## src/ioc_pkg.sv

```systemverilog
// Constants shared by the indirect access and output control block.
// Assumes a 40 MHz core clock and a command decoder on the same clock.
package ioc_pkg;

	// ----------------------------------------------------------------
	// Timing
	// ----------------------------------------------------------------
	localparam int CLK_PERIOD_NS = 25;
	// Initialisation time; plain default, shortened through the top parameter.
	localparam int T_INIT_NS = 10000000;
	localparam int INIT_CYCLES_DEF = (T_INIT_NS + CLK_PERIOD_NS - 1) / CLK_PERIOD_NS;

	// ----------------------------------------------------------------
	// Sizes
	// ----------------------------------------------------------------
	localparam int N_CHAN = 8;
	localparam int N_HOST = 2;

	// ----------------------------------------------------------------
	// Bus command codes
	// ----------------------------------------------------------------
	localparam logic [7:0] CODE_OPERATION = 8'h01;
	localparam logic [7:0] CODE_CMD_PLUS = 8'hf0;
	localparam logic [7:0] CODE_DATA_PLUS_A = 8'hf1;
	localparam logic [7:0] CODE_DATA_PLUS_B = 8'hf2;
	localparam logic [7:0] CODE_FAULT_LOG = 8'hee;
	localparam logic [7:0] CODE_LOG_STORE = 8'hea;
	localparam logic [7:0] GLOBAL_CHAN = 8'hff;

	// ----------------------------------------------------------------
	// Pointer command word layout and special values
	// ----------------------------------------------------------------
	localparam int HOST_SEL_BIT = 14;
	localparam int CHAN_HI = 13;
	localparam int CHAN_LO = 9;
	localparam int PTR_HI = 8;
	localparam logic [8:0] PTR_FAULT_LOG = 9'h0ee;
	localparam logic [8:0] PTR_STATUS_A = 9'h02c;
	localparam logic [8:0] PTR_STATUS_B = 9'h02d;
	localparam logic [8:0] PTR_POKE_CTRL = 9'h1f6;
	localparam logic [4:0] POKE_EN_CHAN = 5'h05;
	localparam logic [4:0] POKE_DIS_CHAN = 5'h00;
	localparam int STAT_ABORT_BIT = 1;
	localparam int STAT_POKE_FAIL_BIT = 0;

	// ----------------------------------------------------------------
	// Fault log buffer
	// ----------------------------------------------------------------
	localparam logic [15:0] LOG_LENGTH_WORD = 16'h00ff;
	localparam logic [7:0] LOG_LAST_WORD = 8'h80;
	localparam logic [7:0] LOG_LAST_BYTE = 8'hfe;

	// ----------------------------------------------------------------
	// On/off/margin byte
	// ----------------------------------------------------------------
	localparam int RUN_HI = 7;
	localparam int RUN_LO = 6;
	localparam int MARGIN_HI = 5;
	localparam int MARGIN_LO = 4;
	localparam int FAULT_HI = 3;
	localparam int FAULT_LO = 2;
	localparam logic [1:0] RUN_OFF = 2'h0;
	localparam logic [1:0] RUN_SEQ_OFF = 2'h1;
	localparam logic [1:0] RUN_ON = 2'h2;
	localparam logic [1:0] MARGIN_LOW = 2'h1;
	localparam logic [1:0] MARGIN_HIGH = 2'h2;
	localparam logic [1:0] FAULT_IGNORE = 2'h1;
	localparam logic [1:0] FAULT_RESPOND = 2'h2;
	localparam logic [7:0] OP_RESET = 8'h00;

endpackage : ioc_pkg

```

## src/ioc_indirect_ctrl.sv

```systemverilog
// Indirect peek/poke and fault-log read path plus on/off/margin decoding.
// Assumes a bus decoder on the same clock hands over one command per accepted cycle,
// and a serial fault-log feed whose clock is sampled as an ordinary pin.
`timescale 1ns/1ps
module ioc_indirect_ctrl #(
	parameter int INIT_CYCLES = ioc_pkg::INIT_CYCLES_DEF
) (
	input wire logic clock,
	input wire logic rstn,
	input wire logic cmd_valid,
	output logic cmd_ready,
	input wire logic cmd_write,
	input wire logic [7:0] cmd_code,
	input wire logic [7:0] cmd_chan,
	input wire logic [15:0] cmd_wdata,
	output logic rsp_valid,
	input wire logic rsp_ready,
	output logic [15:0] rsp_data,
	output logic peek_req,
	output logic poke_valid,
	output logic [4:0] tgt_chan,
	output logic [8:0] tgt_code,
	output logic [15:0] poke_data,
	input wire logic [15:0] peek_rdata,
	input wire logic peek_is_byte,
	input wire logic log_sck,
	input wire logic log_sdi,
	input wire logic log_frame_n,
	input wire logic bus_honour,
	input wire logic input_supply_sense,
	output logic seq_permit,
	output logic [ioc_pkg::N_CHAN-1:0] chan_on,
	output logic [ioc_pkg::N_CHAN-1:0] chan_seq_off,
	output logic [ioc_pkg::N_CHAN-1:0] chan_margin_low,
	output logic [ioc_pkg::N_CHAN-1:0] chan_margin_high,
	output logic [ioc_pkg::N_CHAN-1:0] chan_ignore_faults
);
	import ioc_pkg::*;

	// ----------------------------------------------------------------
	// Command decode
	// ----------------------------------------------------------------
	logic cmd_ready_q;
	logic acc;
	logic hs;
	logic wr_plus;
	logic poke_ctrl;
	logic rd_port;
	logic wr_port;
	logic log_wr_start;
	logic abort_all;
	logic [N_HOST-1:0][8:0] ptr_q;
	logic [N_HOST-1:0][4:0] chan_q;
	logic [N_HOST-1:0][7:0] idx_q;
	logic [N_HOST-1:0] active_q;
	logic [N_HOST-1:0] abort_q;
	logic [N_HOST-1:0] poke_en_q;
	logic [N_HOST-1:0] poke_fail_q;
	logic [7:0] log_mem [0:255];

	assign acc = cmd_valid & cmd_ready_q;
	assign hs = (cmd_code == CODE_DATA_PLUS_B);
	assign wr_plus = acc & cmd_write & (cmd_code == CODE_CMD_PLUS);
	assign poke_ctrl = (cmd_wdata[PTR_HI:0] == PTR_POKE_CTRL);
	assign rd_port = acc & ~cmd_write & ((cmd_code == CODE_DATA_PLUS_A) | hs);
	assign wr_port = acc & cmd_write & ((cmd_code == CODE_DATA_PLUS_A) | hs);
	// A log store, a standard log block read or a buffer refill ends any block peek.
	assign abort_all = log_wr_start | (acc & cmd_write & (cmd_code == CODE_LOG_STORE)) |
		(acc & ~cmd_write & (cmd_code == CODE_FAULT_LOG));

	// ----------------------------------------------------------------
	// Per-host pointer, stream position and status
	// ----------------------------------------------------------------
	for (genvar h = 0; h < N_HOST; h++) begin : g_host
		logic mine_plus;
		logic mine_port;
		assign mine_plus = wr_plus & (cmd_wdata[HOST_SEL_BIT] == 1'(h));
		assign mine_port = (hs == 1'(h));

		always_ff @(posedge clock) begin
			if (!rstn) begin
				ptr_q[h] <= 9'h000;
				chan_q[h] <= 5'h00;
			end else if (mine_plus && !poke_ctrl) begin
				ptr_q[h] <= cmd_wdata[PTR_HI:0];
				chan_q[h] <= cmd_wdata[CHAN_HI:CHAN_LO];
			end
		end

		always_ff @(posedge clock) begin
			if (!rstn) begin
				idx_q[h] <= 8'h00;
				active_q[h] <= 1'b0;
				abort_q[h] <= 1'b0;
			end else begin
				if (mine_plus && !poke_ctrl) begin
					idx_q[h] <= 8'h00;
					active_q[h] <= (cmd_wdata[PTR_HI:0] == PTR_FAULT_LOG);
					if (cmd_wdata[PTR_HI:0] == PTR_FAULT_LOG) begin
						abort_q[h] <= 1'b0;
					end
				end else if (rd_port && mine_port && ptr_q[h] == PTR_FAULT_LOG &&
					idx_q[h] <= LOG_LAST_WORD) begin
					idx_q[h] <= idx_q[h] + 8'h01;
				end
				// The abort is checked last so that it wins over a same-cycle restart of a stream that is already active.
				if (abort_all && active_q[h]) begin
					abort_q[h] <= 1'b1;
					active_q[h] <= 1'b0;
				end
			end
		end

		always_ff @(posedge clock) begin
			if (!rstn) begin
				poke_en_q[h] <= 1'b0;
				poke_fail_q[h] <= 1'b0;
			end else begin
				if (mine_plus && poke_ctrl && cmd_wdata[CHAN_HI:CHAN_LO] == POKE_EN_CHAN) begin
					poke_en_q[h] <= 1'b1;
				end else if (mine_plus && poke_ctrl && cmd_wdata[CHAN_HI:CHAN_LO] == POKE_DIS_CHAN) begin
					poke_en_q[h] <= 1'b0;
				end
				if (wr_port && mine_port) begin
					poke_fail_q[h] <= ~poke_en_q[h];
				end
			end
		end
	end

	// ----------------------------------------------------------------
	// Read answer selection
	// ----------------------------------------------------------------
	logic [7:0] widx;
	logic [7:0] a_lo;
	logic [7:0] a_hi;
	logic [15:0] log_word;
	logic [7:0] op_q [N_CHAN];
	logic peek_req_q;
	logic peek_start;
	logic push;
	logic [15:0] push_data;

	assign widx = idx_q[hs];
	assign a_lo = {widx[6:0], 1'b0} - 8'h02;
	assign a_hi = {widx[6:0], 1'b1} - 8'h02;

	always_comb begin
		if (!active_q[hs]) begin
			log_word = 16'h0000;
		end else if (widx == 8'h00) begin
			log_word = LOG_LENGTH_WORD;
		end else if (widx <= LOG_LAST_WORD) begin
			// Earlier byte in the low half; the byte after the last one reads zero.
			log_word = {(a_hi > LOG_LAST_BYTE) ? 8'h00 : log_mem[a_hi], log_mem[a_lo]};
		end else begin
			log_word = 16'h0000;
		end
	end

	always_comb begin
		push = 1'b0;
		push_data = 16'h0000;
		peek_start = 1'b0;
		if (peek_req_q) begin
			push = 1'b1;
			push_data = {peek_is_byte ? 8'h00 : peek_rdata[15:8], peek_rdata[7:0]};
		end else if (rd_port && ptr_q[hs] == PTR_FAULT_LOG) begin
			push = 1'b1;
			push_data = log_word;
		end else if (rd_port && ptr_q[hs] == PTR_STATUS_A) begin
			push = 1'b1;
			push_data = {14'h0000, abort_q[0], poke_fail_q[0]};
		end else if (rd_port && ptr_q[hs] == PTR_STATUS_B) begin
			push = 1'b1;
			push_data = {14'h0000, abort_q[1], poke_fail_q[1]};
		end else if (rd_port) begin
			peek_start = 1'b1;
		end else if (acc && !cmd_write && cmd_code == CODE_OPERATION) begin
			push = 1'b1;
			push_data = {8'h00, op_q[cmd_chan[2:0]]};
		end
	end

	// ----------------------------------------------------------------
	// Target port for peeks and pokes
	// ----------------------------------------------------------------
	logic poke_valid_q;
	logic [4:0] tgt_chan_q;
	logic [8:0] tgt_code_q;
	logic [15:0] poke_data_q;

	always_ff @(posedge clock) begin
		if (!rstn) begin
			peek_req_q <= 1'b0;
			poke_valid_q <= 1'b0;
			tgt_chan_q <= 5'h00;
			tgt_code_q <= 9'h000;
			poke_data_q <= 16'h0000;
		end else begin
			peek_req_q <= peek_start;
			poke_valid_q <= wr_port & poke_en_q[hs];
			if (peek_start || wr_port) begin
				tgt_chan_q <= chan_q[hs];
				tgt_code_q <= ptr_q[hs];
				poke_data_q <= cmd_wdata;
			end
		end
	end

	// ----------------------------------------------------------------
	// Two-entry answer buffer
	// ----------------------------------------------------------------
	// Commands are held off while an answer could find no room, so a stalled
	// receiver never loses a word.
	logic ent0_v_q;
	logic ent1_v_q;
	logic [15:0] ent0_q;
	logic [15:0] ent1_q;
	logic ent0_v_d;
	logic ent1_v_d;
	logic [15:0] ent0_d;
	logic [15:0] ent1_d;
	logic pop;

	assign pop = ent0_v_q & rsp_ready;

	always_comb begin
		ent0_v_d = ent0_v_q;
		ent1_v_d = ent1_v_q;
		ent0_d = ent0_q;
		ent1_d = ent1_q;
		if (pop && ent1_v_q) begin
			ent0_d = ent1_q;
			ent1_v_d = push;
			ent1_d = push_data;
		end else if (pop) begin
			ent0_v_d = push;
			ent0_d = push_data;
		end else if (push && !ent0_v_q) begin
			ent0_v_d = 1'b1;
			ent0_d = push_data;
		end else if (push) begin
			ent1_v_d = 1'b1;
			ent1_d = push_data;
		end
	end

	always_ff @(posedge clock) begin
		if (!rstn) begin
			ent0_v_q <= 1'b0;
			ent1_v_q <= 1'b0;
			ent0_q <= 16'h0000;
			ent1_q <= 16'h0000;
			cmd_ready_q <= 1'b0;
		end else begin
			ent0_v_q <= ent0_v_d;
			ent1_v_q <= ent1_v_d;
			ent0_q <= ent0_d;
			ent1_q <= ent1_d;
			cmd_ready_q <= ~ent1_v_d & ~peek_start;
		end
	end

	// ----------------------------------------------------------------
	// Fault log feed, sampled serial link
	// ----------------------------------------------------------------
	logic [2:0] sck_q;
	logic [1:0] sdi_q;
	logic [2:0] frm_q;
	logic [7:0] sh_q;
	logic [2:0] bit_q;
	logic [7:0] wptr_q;
	logic sck_rise;

	assign sck_rise = sck_q[1] & ~sck_q[2];
	assign log_wr_start = frm_q[2] & ~frm_q[1];

	always_ff @(posedge clock) begin
		if (!rstn) begin
			sck_q <= 3'h0;
			sdi_q <= 2'h0;
			frm_q <= 3'h7;
		end else begin
			sck_q <= {sck_q[1:0], log_sck};
			sdi_q <= {sdi_q[0], log_sdi};
			frm_q <= {frm_q[1:0], log_frame_n};
		end
	end

	always_ff @(posedge clock) begin
		if (!rstn) begin
			sh_q <= 8'h00;
			bit_q <= 3'h0;
			wptr_q <= 8'h00;
		end else if (log_wr_start) begin
			bit_q <= 3'h0;
			wptr_q <= 8'h00;
		end else if (sck_rise && !frm_q[1]) begin
			sh_q <= {sh_q[6:0], sdi_q[1]};
			bit_q <= bit_q + 3'h1;
			if (bit_q == 3'h7 && wptr_q <= LOG_LAST_BYTE) begin
				wptr_q <= wptr_q + 8'h01;
			end
		end
	end

	always_ff @(posedge clock) begin
		if (sck_rise && !frm_q[1] && bit_q == 3'h7 && wptr_q <= LOG_LAST_BYTE) begin
			log_mem[wptr_q] <= {sh_q[6:0], sdi_q[1]};
		end
	end

	// ----------------------------------------------------------------
	// Power-up gating
	// ----------------------------------------------------------------
	logic [31:0] init_cnt_q;
	logic init_done_q;
	logic [1:0] vin_q;
	logic seq_permit_q;

	always_ff @(posedge clock) begin
		if (!rstn) begin
			init_cnt_q <= 32'h00000000;
			init_done_q <= 1'b0;
			vin_q <= 2'h0;
			seq_permit_q <= 1'b0;
		end else begin
			vin_q <= {vin_q[0], input_supply_sense};
			if (!init_done_q) begin
				init_cnt_q <= init_cnt_q + 32'h00000001;
			end
			init_done_q <= init_done_q | (init_cnt_q >= 32'(INIT_CYCLES - 1));
			seq_permit_q <= init_done_q & vin_q[1];
		end
	end

	// ----------------------------------------------------------------
	// On/off/margin per channel
	// ----------------------------------------------------------------
	logic op_wr;
	assign op_wr = acc & cmd_write & (cmd_code == CODE_OPERATION);

	for (genvar c = 0; c < N_CHAN; c++) begin : g_chan
		logic hit;
		logic run_q;
		logic seq_off_q;
		logic [1:0] run_f;
		logic [1:0] mar_f;
		logic [1:0] flt_f;
		assign hit = op_wr & ((cmd_chan == GLOBAL_CHAN) | (cmd_chan == 8'(c)));
		assign run_f = op_q[c][RUN_HI:RUN_LO];
		assign mar_f = op_q[c][MARGIN_HI:MARGIN_LO];
		assign flt_f = op_q[c][FAULT_HI:FAULT_LO];

		always_ff @(posedge clock) begin
			if (!rstn) begin
				op_q[c] <= OP_RESET;
				run_q <= 1'b0;
				seq_off_q <= 1'b0;
			end else if (hit) begin
				op_q[c] <= {cmd_wdata[7:2], 2'h0};
				if (bus_honour && cmd_wdata[RUN_HI:RUN_LO] == RUN_ON) begin
					run_q <= 1'b1;
					seq_off_q <= 1'b0;
				end else if (bus_honour && cmd_wdata[RUN_HI:RUN_LO] == RUN_OFF) begin
					run_q <= 1'b0;
					seq_off_q <= 1'b0;
				end else if (bus_honour && cmd_wdata[RUN_HI:RUN_LO] == RUN_SEQ_OFF) begin
					run_q <= 1'b0;
					seq_off_q <= 1'b1;
				end
			end
		end

		always_ff @(posedge clock) begin
			if (!rstn) begin
				chan_on[c] <= 1'b0;
				chan_seq_off[c] <= 1'b0;
				chan_margin_low[c] <= 1'b0;
				chan_margin_high[c] <= 1'b0;
				chan_ignore_faults[c] <= 1'b0;
			end else begin
				chan_on[c] <= run_q & seq_permit_q;
				chan_seq_off[c] <= seq_off_q;
				chan_margin_low[c] <= (mar_f == MARGIN_LOW);
				chan_margin_high[c] <= (mar_f == MARGIN_HIGH);
				chan_ignore_faults[c] <= (mar_f == MARGIN_LOW || mar_f == MARGIN_HIGH) &&
					(flt_f == FAULT_IGNORE);
			end
		end
		// Run field kept for readback; the honoured copy lives in run_q.
		logic unused_run;
		assign unused_run = ^run_f;
	end

	assign cmd_ready = cmd_ready_q;
	assign rsp_valid = ent0_v_q;
	assign rsp_data = ent0_q;
	assign peek_req = peek_req_q;
	assign poke_valid = poke_valid_q;
	assign tgt_chan = tgt_chan_q;
	assign tgt_code = tgt_code_q;
	assign poke_data = poke_data_q;
	assign seq_permit = seq_permit_q;

endmodule : ioc_indirect_ctrl

```

## config.mk

```make
export PLATFORM = sky130hd
export DESIGN_NAME = ioc_indirect_ctrl
export DESIGN_NICKNAME = d
export VERILOG_FILES = /design/src/ioc_pkg.sv /design/src/ioc_indirect_ctrl.sv
export SDC_FILE = /design/constraint.sdc
export NUM_CORES = 2
export LEC_CHECK = 0
export ABC_AREA = 1
export BUFFER_PORTS_ARGS = -buffer_cell sky130_fd_sc_hd__buf_2
export CAP_MARGIN = 20
export CORE_MARGIN = 8
export CORE_UTILIZATION = 30
export CTS_BUF_LIST = sky130_fd_sc_hd__clkbuf_2 sky130_fd_sc_hd__clkbuf_4 sky130_fd_sc_hd__clkbuf_8
export DETAILED_ROUTE_END_ITERATION = 12
export PLACE_DENSITY = 0.54
export SYNTH_ARGS = -nofsm -noshare
export SYNTH_HDL_FRONTEND = slang
export SYNTH_SLANG_ARGS = --single-unit
```

## constraint.sdc

```tcl
create_clock -name clock -period 5.31 [get_ports clock]
set_input_delay 0.7965 -clock clock [delete_from_list [all_inputs] [get_ports clock]]
set_output_delay 0.7965 -clock clock [all_outputs]
set_load 0.1 [all_outputs]
```

### Word-level counts from Yosys, hierarchy flattened

Memories as Yosys holds them, arrays and structs flattened.
Cells that the tools add are included.

* add/subtract/negate cells: 7
* magnitude comparators: 7
* eq/ne operators: 51
* muxes and demuxes: 95
* bitwise operators: 65
* reductions and logical operators: 86

Operators by type and width (count)
* 16-bit two-way mux: 12
* 8-bit two-way mux: 8
* 1-bit two-way mux: 63
* 8-bit == test (second input constant): 6
* 6-bit two-way mux: 8
* 1-bit logical AND: 40
* 9-bit by 8-bit == test with 1-bit output (second input constant): 4
* 2-bit by 1-bit == test with 1-bit output (second input constant): 17
* 1-bit AND: 33
* 32-bit by 1-bit adder with 32-bit output (second input constant): 1
* 8-bit by 3-bit == test with 1-bit output (second input constant): 4
* 32-bit by 19-bit >= comparator with 1-bit output (second input constant): 1
* 8-bit <= comparator (second input constant): 4
* 2-bit AND reduction: 13
* 8-bit by 1-bit adder with 8-bit output (second input constant): 3
* 1-bit bitwise OR: 20
* 2-bit == test (second input constant): 9
* 9-bit by 6-bit == test with 1-bit output (second input constant): 2
* 9-bit two-way mux: 2
* 8-bit by 1-bit == test with 1-bit output (second input constant): 2
* 8-bit by 2-bit == test with 1-bit output (second input constant): 2
* 8-bit logical NOT: 2
* 2-bit nonzero test: 8
* 8-bit by 2-bit subtractor with 8-bit output (second input constant): 2
* other kinds (17): 45

* flip-flop bits (word level): 237
* memory bits (writable): 2096
* output and inout bits: 91
* word-level logic and storage cells: 403
* memories kept: 2

Memories
* log_mem: words 256, bits a word 8, rd ports 2, clocked after Yosys merged registers in 0, wr ports 1, line ioc_indirect_ctrl.sv:59 `logic [7:0] log_mem [0:255];`
* op_q: words 8, bits a word 6, rd ports 9, clocked after Yosys merged registers in 0, wr ports 8, line ioc_indirect_ctrl.sv:138 `logic [7:0] op_q [N_CHAN];`

### Logic depth before layout (Yosys ltp)

* depth after elaboration: 15
* gate-level depth with buffers: 29
* mapped depth without buffers: 23

### Least setup slack after synthesis

OpenSTA, ideal clock, no wires.

* path kind: register to register
* from: reg sh_q[0]
* to: mem log_mem[0][1] (data pin)
* library setup time: 0.858 ns
* arrival: 3.409 ns
* slack: 1.043 ns
* cell stages (with the launch flop): 1
* period minus slack after synthesis: 4.267 ns
* cell sequence: dfxtp_1

RTL lines
* from (decl): line ioc_indirect_ctrl.sv:271 `logic [7:0] sh_q;`
* from (signal assigned): line ioc_indirect_ctrl.sv:300 `sh_q <= {sh_q[6:0], sdi_q[1]};`
* to (decl): line ioc_indirect_ctrl.sv:59

Straight into the memory's write port.

### Worst setup path after layout

* from: reg idx_q[8] (netlist name)
* to: reg ent0_q[12], in the netlist rsp_data[12]

* cells in the longest elaborated chain, start to end: 13
* elaborated cells on any way between the ends: 16

Ends and longest elaborated chain
* from (decl): line ioc_indirect_ctrl.sv:54 `logic [N_HOST-1:0][7:0] idx_q;`
* from (signal, indexed assignment): line ioc_indirect_ctrl.sv:104 `idx_q[h] <= idx_q[h] + 8'h01;`
* 8-bit two-way mux (implied by the code) * (2 in a row): line ioc_indirect_ctrl.sv:144 `assign widx = idx_q[hs];`
* 8-bit by 2-bit subtractor with 8-bit output: line ioc_indirect_ctrl.sv:146 `assign a_hi = {widx[6:0], 1'b1} - 8'h02;`
* memory read 256 x 8 bit or 8-bit greater-than comparator (tied branches)
* 8-bit two-way mux: line ioc_indirect_ctrl.sv:155 `log_word = {(a_hi > LOG_LAST_BYTE) ? 8'h00 : log_mem[a_hi], log_mem[a_lo]};`
* 16-bit two-way mux: line ioc_indirect_ctrl.sv:153 `end else if (widx <= LOG_LAST_WORD) begin`
* 16-bit two-way mux *: line ioc_indirect_ctrl.sv:151 `end else if (widx == 8'h00) begin`
* 16-bit two-way mux *: line ioc_indirect_ctrl.sv:149 `if (!active_q[hs]) begin`
* 16-bit two-way mux *: line ioc_indirect_ctrl.sv:168 `end else if (rd_port && ptr_q[hs] == PTR_FAULT_LOG) begin`
* 16-bit two-way mux *: line ioc_indirect_ctrl.sv:165 `if (peek_req_q) begin`
* 16-bit two-way mux: line ioc_indirect_ctrl.sv:240 `end else if (push && !ent0_v_q) begin`
* 16-bit two-way mux *: line ioc_indirect_ctrl.sv:237 `end else if (pop) begin`
* 16-bit two-way mux *: line ioc_indirect_ctrl.sv:233 `if (pop && ent1_v_q) begin`
* to (signal assigned): line ioc_indirect_ctrl.sv:259 `ent0_q <= ent0_d;`
* to (decl): line ioc_indirect_ctrl.sv:218 `logic [15:0] ent0_q;`

Every way passes the cells marked *; elsewhere a longest branch is shown, timed or not. The select of a mux whose other input is x is not followed.
A chain may end at the register's enable or synchronous reset.

==> results by group <==
Hold path
  – WHS Path Cells: 3
  – Hold path endpoint: poke_data[13]
  – Hold Startpoint: cmd_wdata[13]
  – Hold Crit Class: in2reg

Setup path
  – Critical path peak fanout: 61
  – Worst r2r path cells: 17
  – R2r startpoint: idx_q[8]
  – Worst setup SP type: flop
  – Critical Path AT: 5.18 ns
  – WP data required: 6.22 ns
  – Setup crit end kind: flop
  – Reg2reg setup slack: 1.05 ns
  – RR Endpoint: rsp_data[12]
  – Worst Setup Path Type: reg2reg

Synthesis
  – Async set-reset flop share out of synthesis: 0%
  – Area fraction of the dominant cell type after synthesis: 65.8%
  – Yosys cell types: 55
  – Synth Flop Type: edfxtp_1
  – Post-Syn Instances: 8081
  – Top post-synthesis cells by area: edfxtp_1, nand3_1, nand2_1, dfxtp_1, o211ai_1
  – Post-Syn Area: 95700 sq um
  – #FFs+latches synth: 2333
  – Post-synthesis net count: 8168
  – Syn_area_per_cell: 11.8 sq um
  – Cell accounting for the most synthesized area: edfxtp_1
  – Sequential share of the synthesized area: 70.8%
  – Yosys Warn Count: 0
  – Post-synth EDFFs: 2096

Placement
  – HPWL after detailed placement: 172000 um
  – Placer's final routability congestion estimate: 0.868
  – Post-DP Area: 101000 sq um
  – PortBufs: 149

Detailed routing
  – Wire length per cell: 22.3 um
  – Vias: 65009
  – Post-Route WL: 285000 um
  – Final ANT Viol Nets: 0
  – Vias/cell: 5.09
  – Pre-antenna DRT Iters: 7
  – # DRC: 0
  – Iteration-0 DRC Markers: 6507

Power
  – Leakage: 0.0405 uW
  – Cell Pwr Density: 331 nW/um^2
  – Total Power: 36000 uW
  – Max VDD drop: 0.000180 V

Floorplanning
  – # IOs: 150
  – Area of the die: 337000 sq um
  – Row cnt: 207
  – Horiz. Die Dim: 581 um
  – CORE AREA: 318000 sq um
  – Die Ht: 581 um
  – Starting Density: 30.1%

GRT
  – Antenna violations before repair: 8
  – Met2 usage: 26.1%
  – GR Util met1: 21.8%
  – Largest net degree at the start of global routing: 180
  – First-pass GRT wire length: 421000 um
  – Layer with the highest usage: met2
  – Gr ovfl total: 0
  – Number of global-route vias before repair: 63923
  – Total GRT Usage: 16.1%
  – Met3 Use GR: 2.90%

Clock network
  – Sink Count: 2333
  – TritonCTS Buffers: 389
  – CTS H-Tree Depth: 5
  – Number of setup buffers added after CTS: 0
  – Worst-skew pair later-pin latency: 1.03 ns
  – CTS Buffer Depth: 4
  – CTS tree: yes
  – CTS root buf: clkbuf_8
  – Clock transition at path regs: 0.06 ns

Timing
  – Unrepaired setup endpoints after global routing: false
  – Max_slew headroom: 24.0%
  – Slew Limit Fails: 0
  – Slew @ Worst Pin: 1.14 ns
  – Final setup viols: 0
  – Minimum clock period after layout: 4.26 ns
  – Setup TNS: 0 ns
  – Tcrit/Tclk final: 80.3%
  – Skew final: 0.129 ns
  – Final Hold Vio Count: 0
  – Max Clock Freq: 235 MHz

Job
  – Total of max-cap violations: 0

Finish
  – Final #Nets: 8373
  – Finished Core Util: 34.3%
  – Layout area overhead: 13.8%
  – FILL cells: 31319
  – Share of layout cells above drive strength 1: 12.7%
  – Final Cell Area: 109000 sq um

Run status
  – Run status: finished, final reports clean
-- repair_timing --
item,CTS,global route
endpoints found under the hold margin,5,0
gates resized for setup,0,0
hold buffers,5,0
-- cells in the mapped netlist (6+ instances only) --
master,count
edfxtp_1,2096
nand2_1,1352
nand3_1,1249
nor2_1,703
o211ai_1,494
o21ai_0,393
inv_1,289
dfxtp_1,237
buf_2,199
clkbuf_1,194
a21oi_1,180
or2_0,125
or2_2,106
buf_1,55
nor3_1,54
buf_4,51
o21ai_1,39
o22ai_1,34
ha_1,28
nand4_1,25
o21bai_1,25
buf_6,19
nor4_1,19
clkinv_1,15
or2_1,15
nand2_2,8
inv_2,7
nor2_4,6
o211ai_2,6
o21a_1,6
-- placed cells by master (no fill, tap or decap), types with 149 or more instances in the layout --
| cell type | Yosys | routed |
|---|---|---|
| a21oi_1 | 180 | 180 |
| buf_2 | 199 | 149 |
| clkbuf_8 | 0 | 414 |
| dfxtp_1 | 237 | 229 |
| edfxtp_1 | 2096 | 2096 |
| inv_1 | 289 | 288 |
| nand2_1 | 1352 | 1348 |
| nand3_1 | 1249 | 1249 |
| nor2_1 | 703 | 703 |
| o211ai_1 | 494 | 494 |
| o21ai_0 | 393 | 393 |
-- routing by layer --
layer	wire, um	vias up	part of all wire, %
met2	133000	2445	47
li1	-	29589	-
met3	19900	475	7.0
met5	44	-	0.015
met4	8920	6	3.1
met1	123000	32494	43
-- power by group --
| part | total (uW) | switching, uW | internal (uW) |
|---|---|---|---|
| Clock | 15800 | 7320 | 8470 |
| Sequential | 19800 | 24.3 | 19800 |
| Combinational | 445 | 337 | 108 |
| Total | 36000 | 7680 | 28300 |
-- flip-flops by register name, indices dropped and copies added, names as in the netlist, 10 cells and up --
register    flops
op_q           48
rsp_data       16
poke_data      16
ptr_q          18
log_mem      2048
ent1_q         16
idx_q          16
init_cnt_q     32
chan_q         10
-- critical path, cell delays in order (launching register included) --
cell and delay, ns:
dfxtp_1 0.46, inv_1 0.10, nand3_1 0.24, nand2_8 0.19, ha_4 0.32, inv_8 0.41
buf_12 0.27, buf_4 0.19, o21ai_0 0.10, o211ai_1 0.23, nand3_1 0.17, nand3_1 0.12
nand3_1 0.24, nand3_1 0.34, nand4_1 0.35, nand2_1 0.21, nand2_1 0.07, a21oi_1 0.12
-- through the flow --
stage               instances  hold WS [ns]  setup slack, ns
floorplan                8081         0.390             1.04
global placement        12069         0.411            0.274
detailed placement      12070         0.403            0.282
CTS                     12771        0.0155             1.08
global route            12774        0.0791            0.857
finish                  12774         0.120             1.05
-- worst max path at each step --
stage | cells after the start | to | startpoint
2_1_floorplan | 0 | log_mem[0][1] | sh_q[0]
3_3_place_gp | 20 | rsp_data[12] | cmd_code[0]
3_5_place_dp | 20 | rsp_data[12] | cmd_code[0]
4_1_cts | 17 | rsp_data[12] | idx_q[8]
5_1_grt | 17 | rsp_data[12] | idx_q[8]
6_report | 17 | rsp_data[12] | idx_q[8]
-- cell families after synthesis --
group	after synthesis	share of synthesized area [%]
simple gates	3674	17.0
flops	2333	70.8
compound gates	1209	7.90
xor+xnor	8	0.101
fa+ha+maj	28	0.366
buf+inv	829	3.86
-- final cells by class --
cell class	instances	area [sq um]	area share (%)
Tap cell	4180	5230	4.80
Clock inverter	158	991	0.910
Antenna cell	3	7.51	0.00690
Sequential cell	2333	67700	62.2
Multi-Input combinational cell	4919	24400	22.4
Clock buffer	538	6630	6.09
Inverter	311	1180	1.09
Timing Repair Buffer	332	2760	2.53
Power figures use the tool's default switching activity.
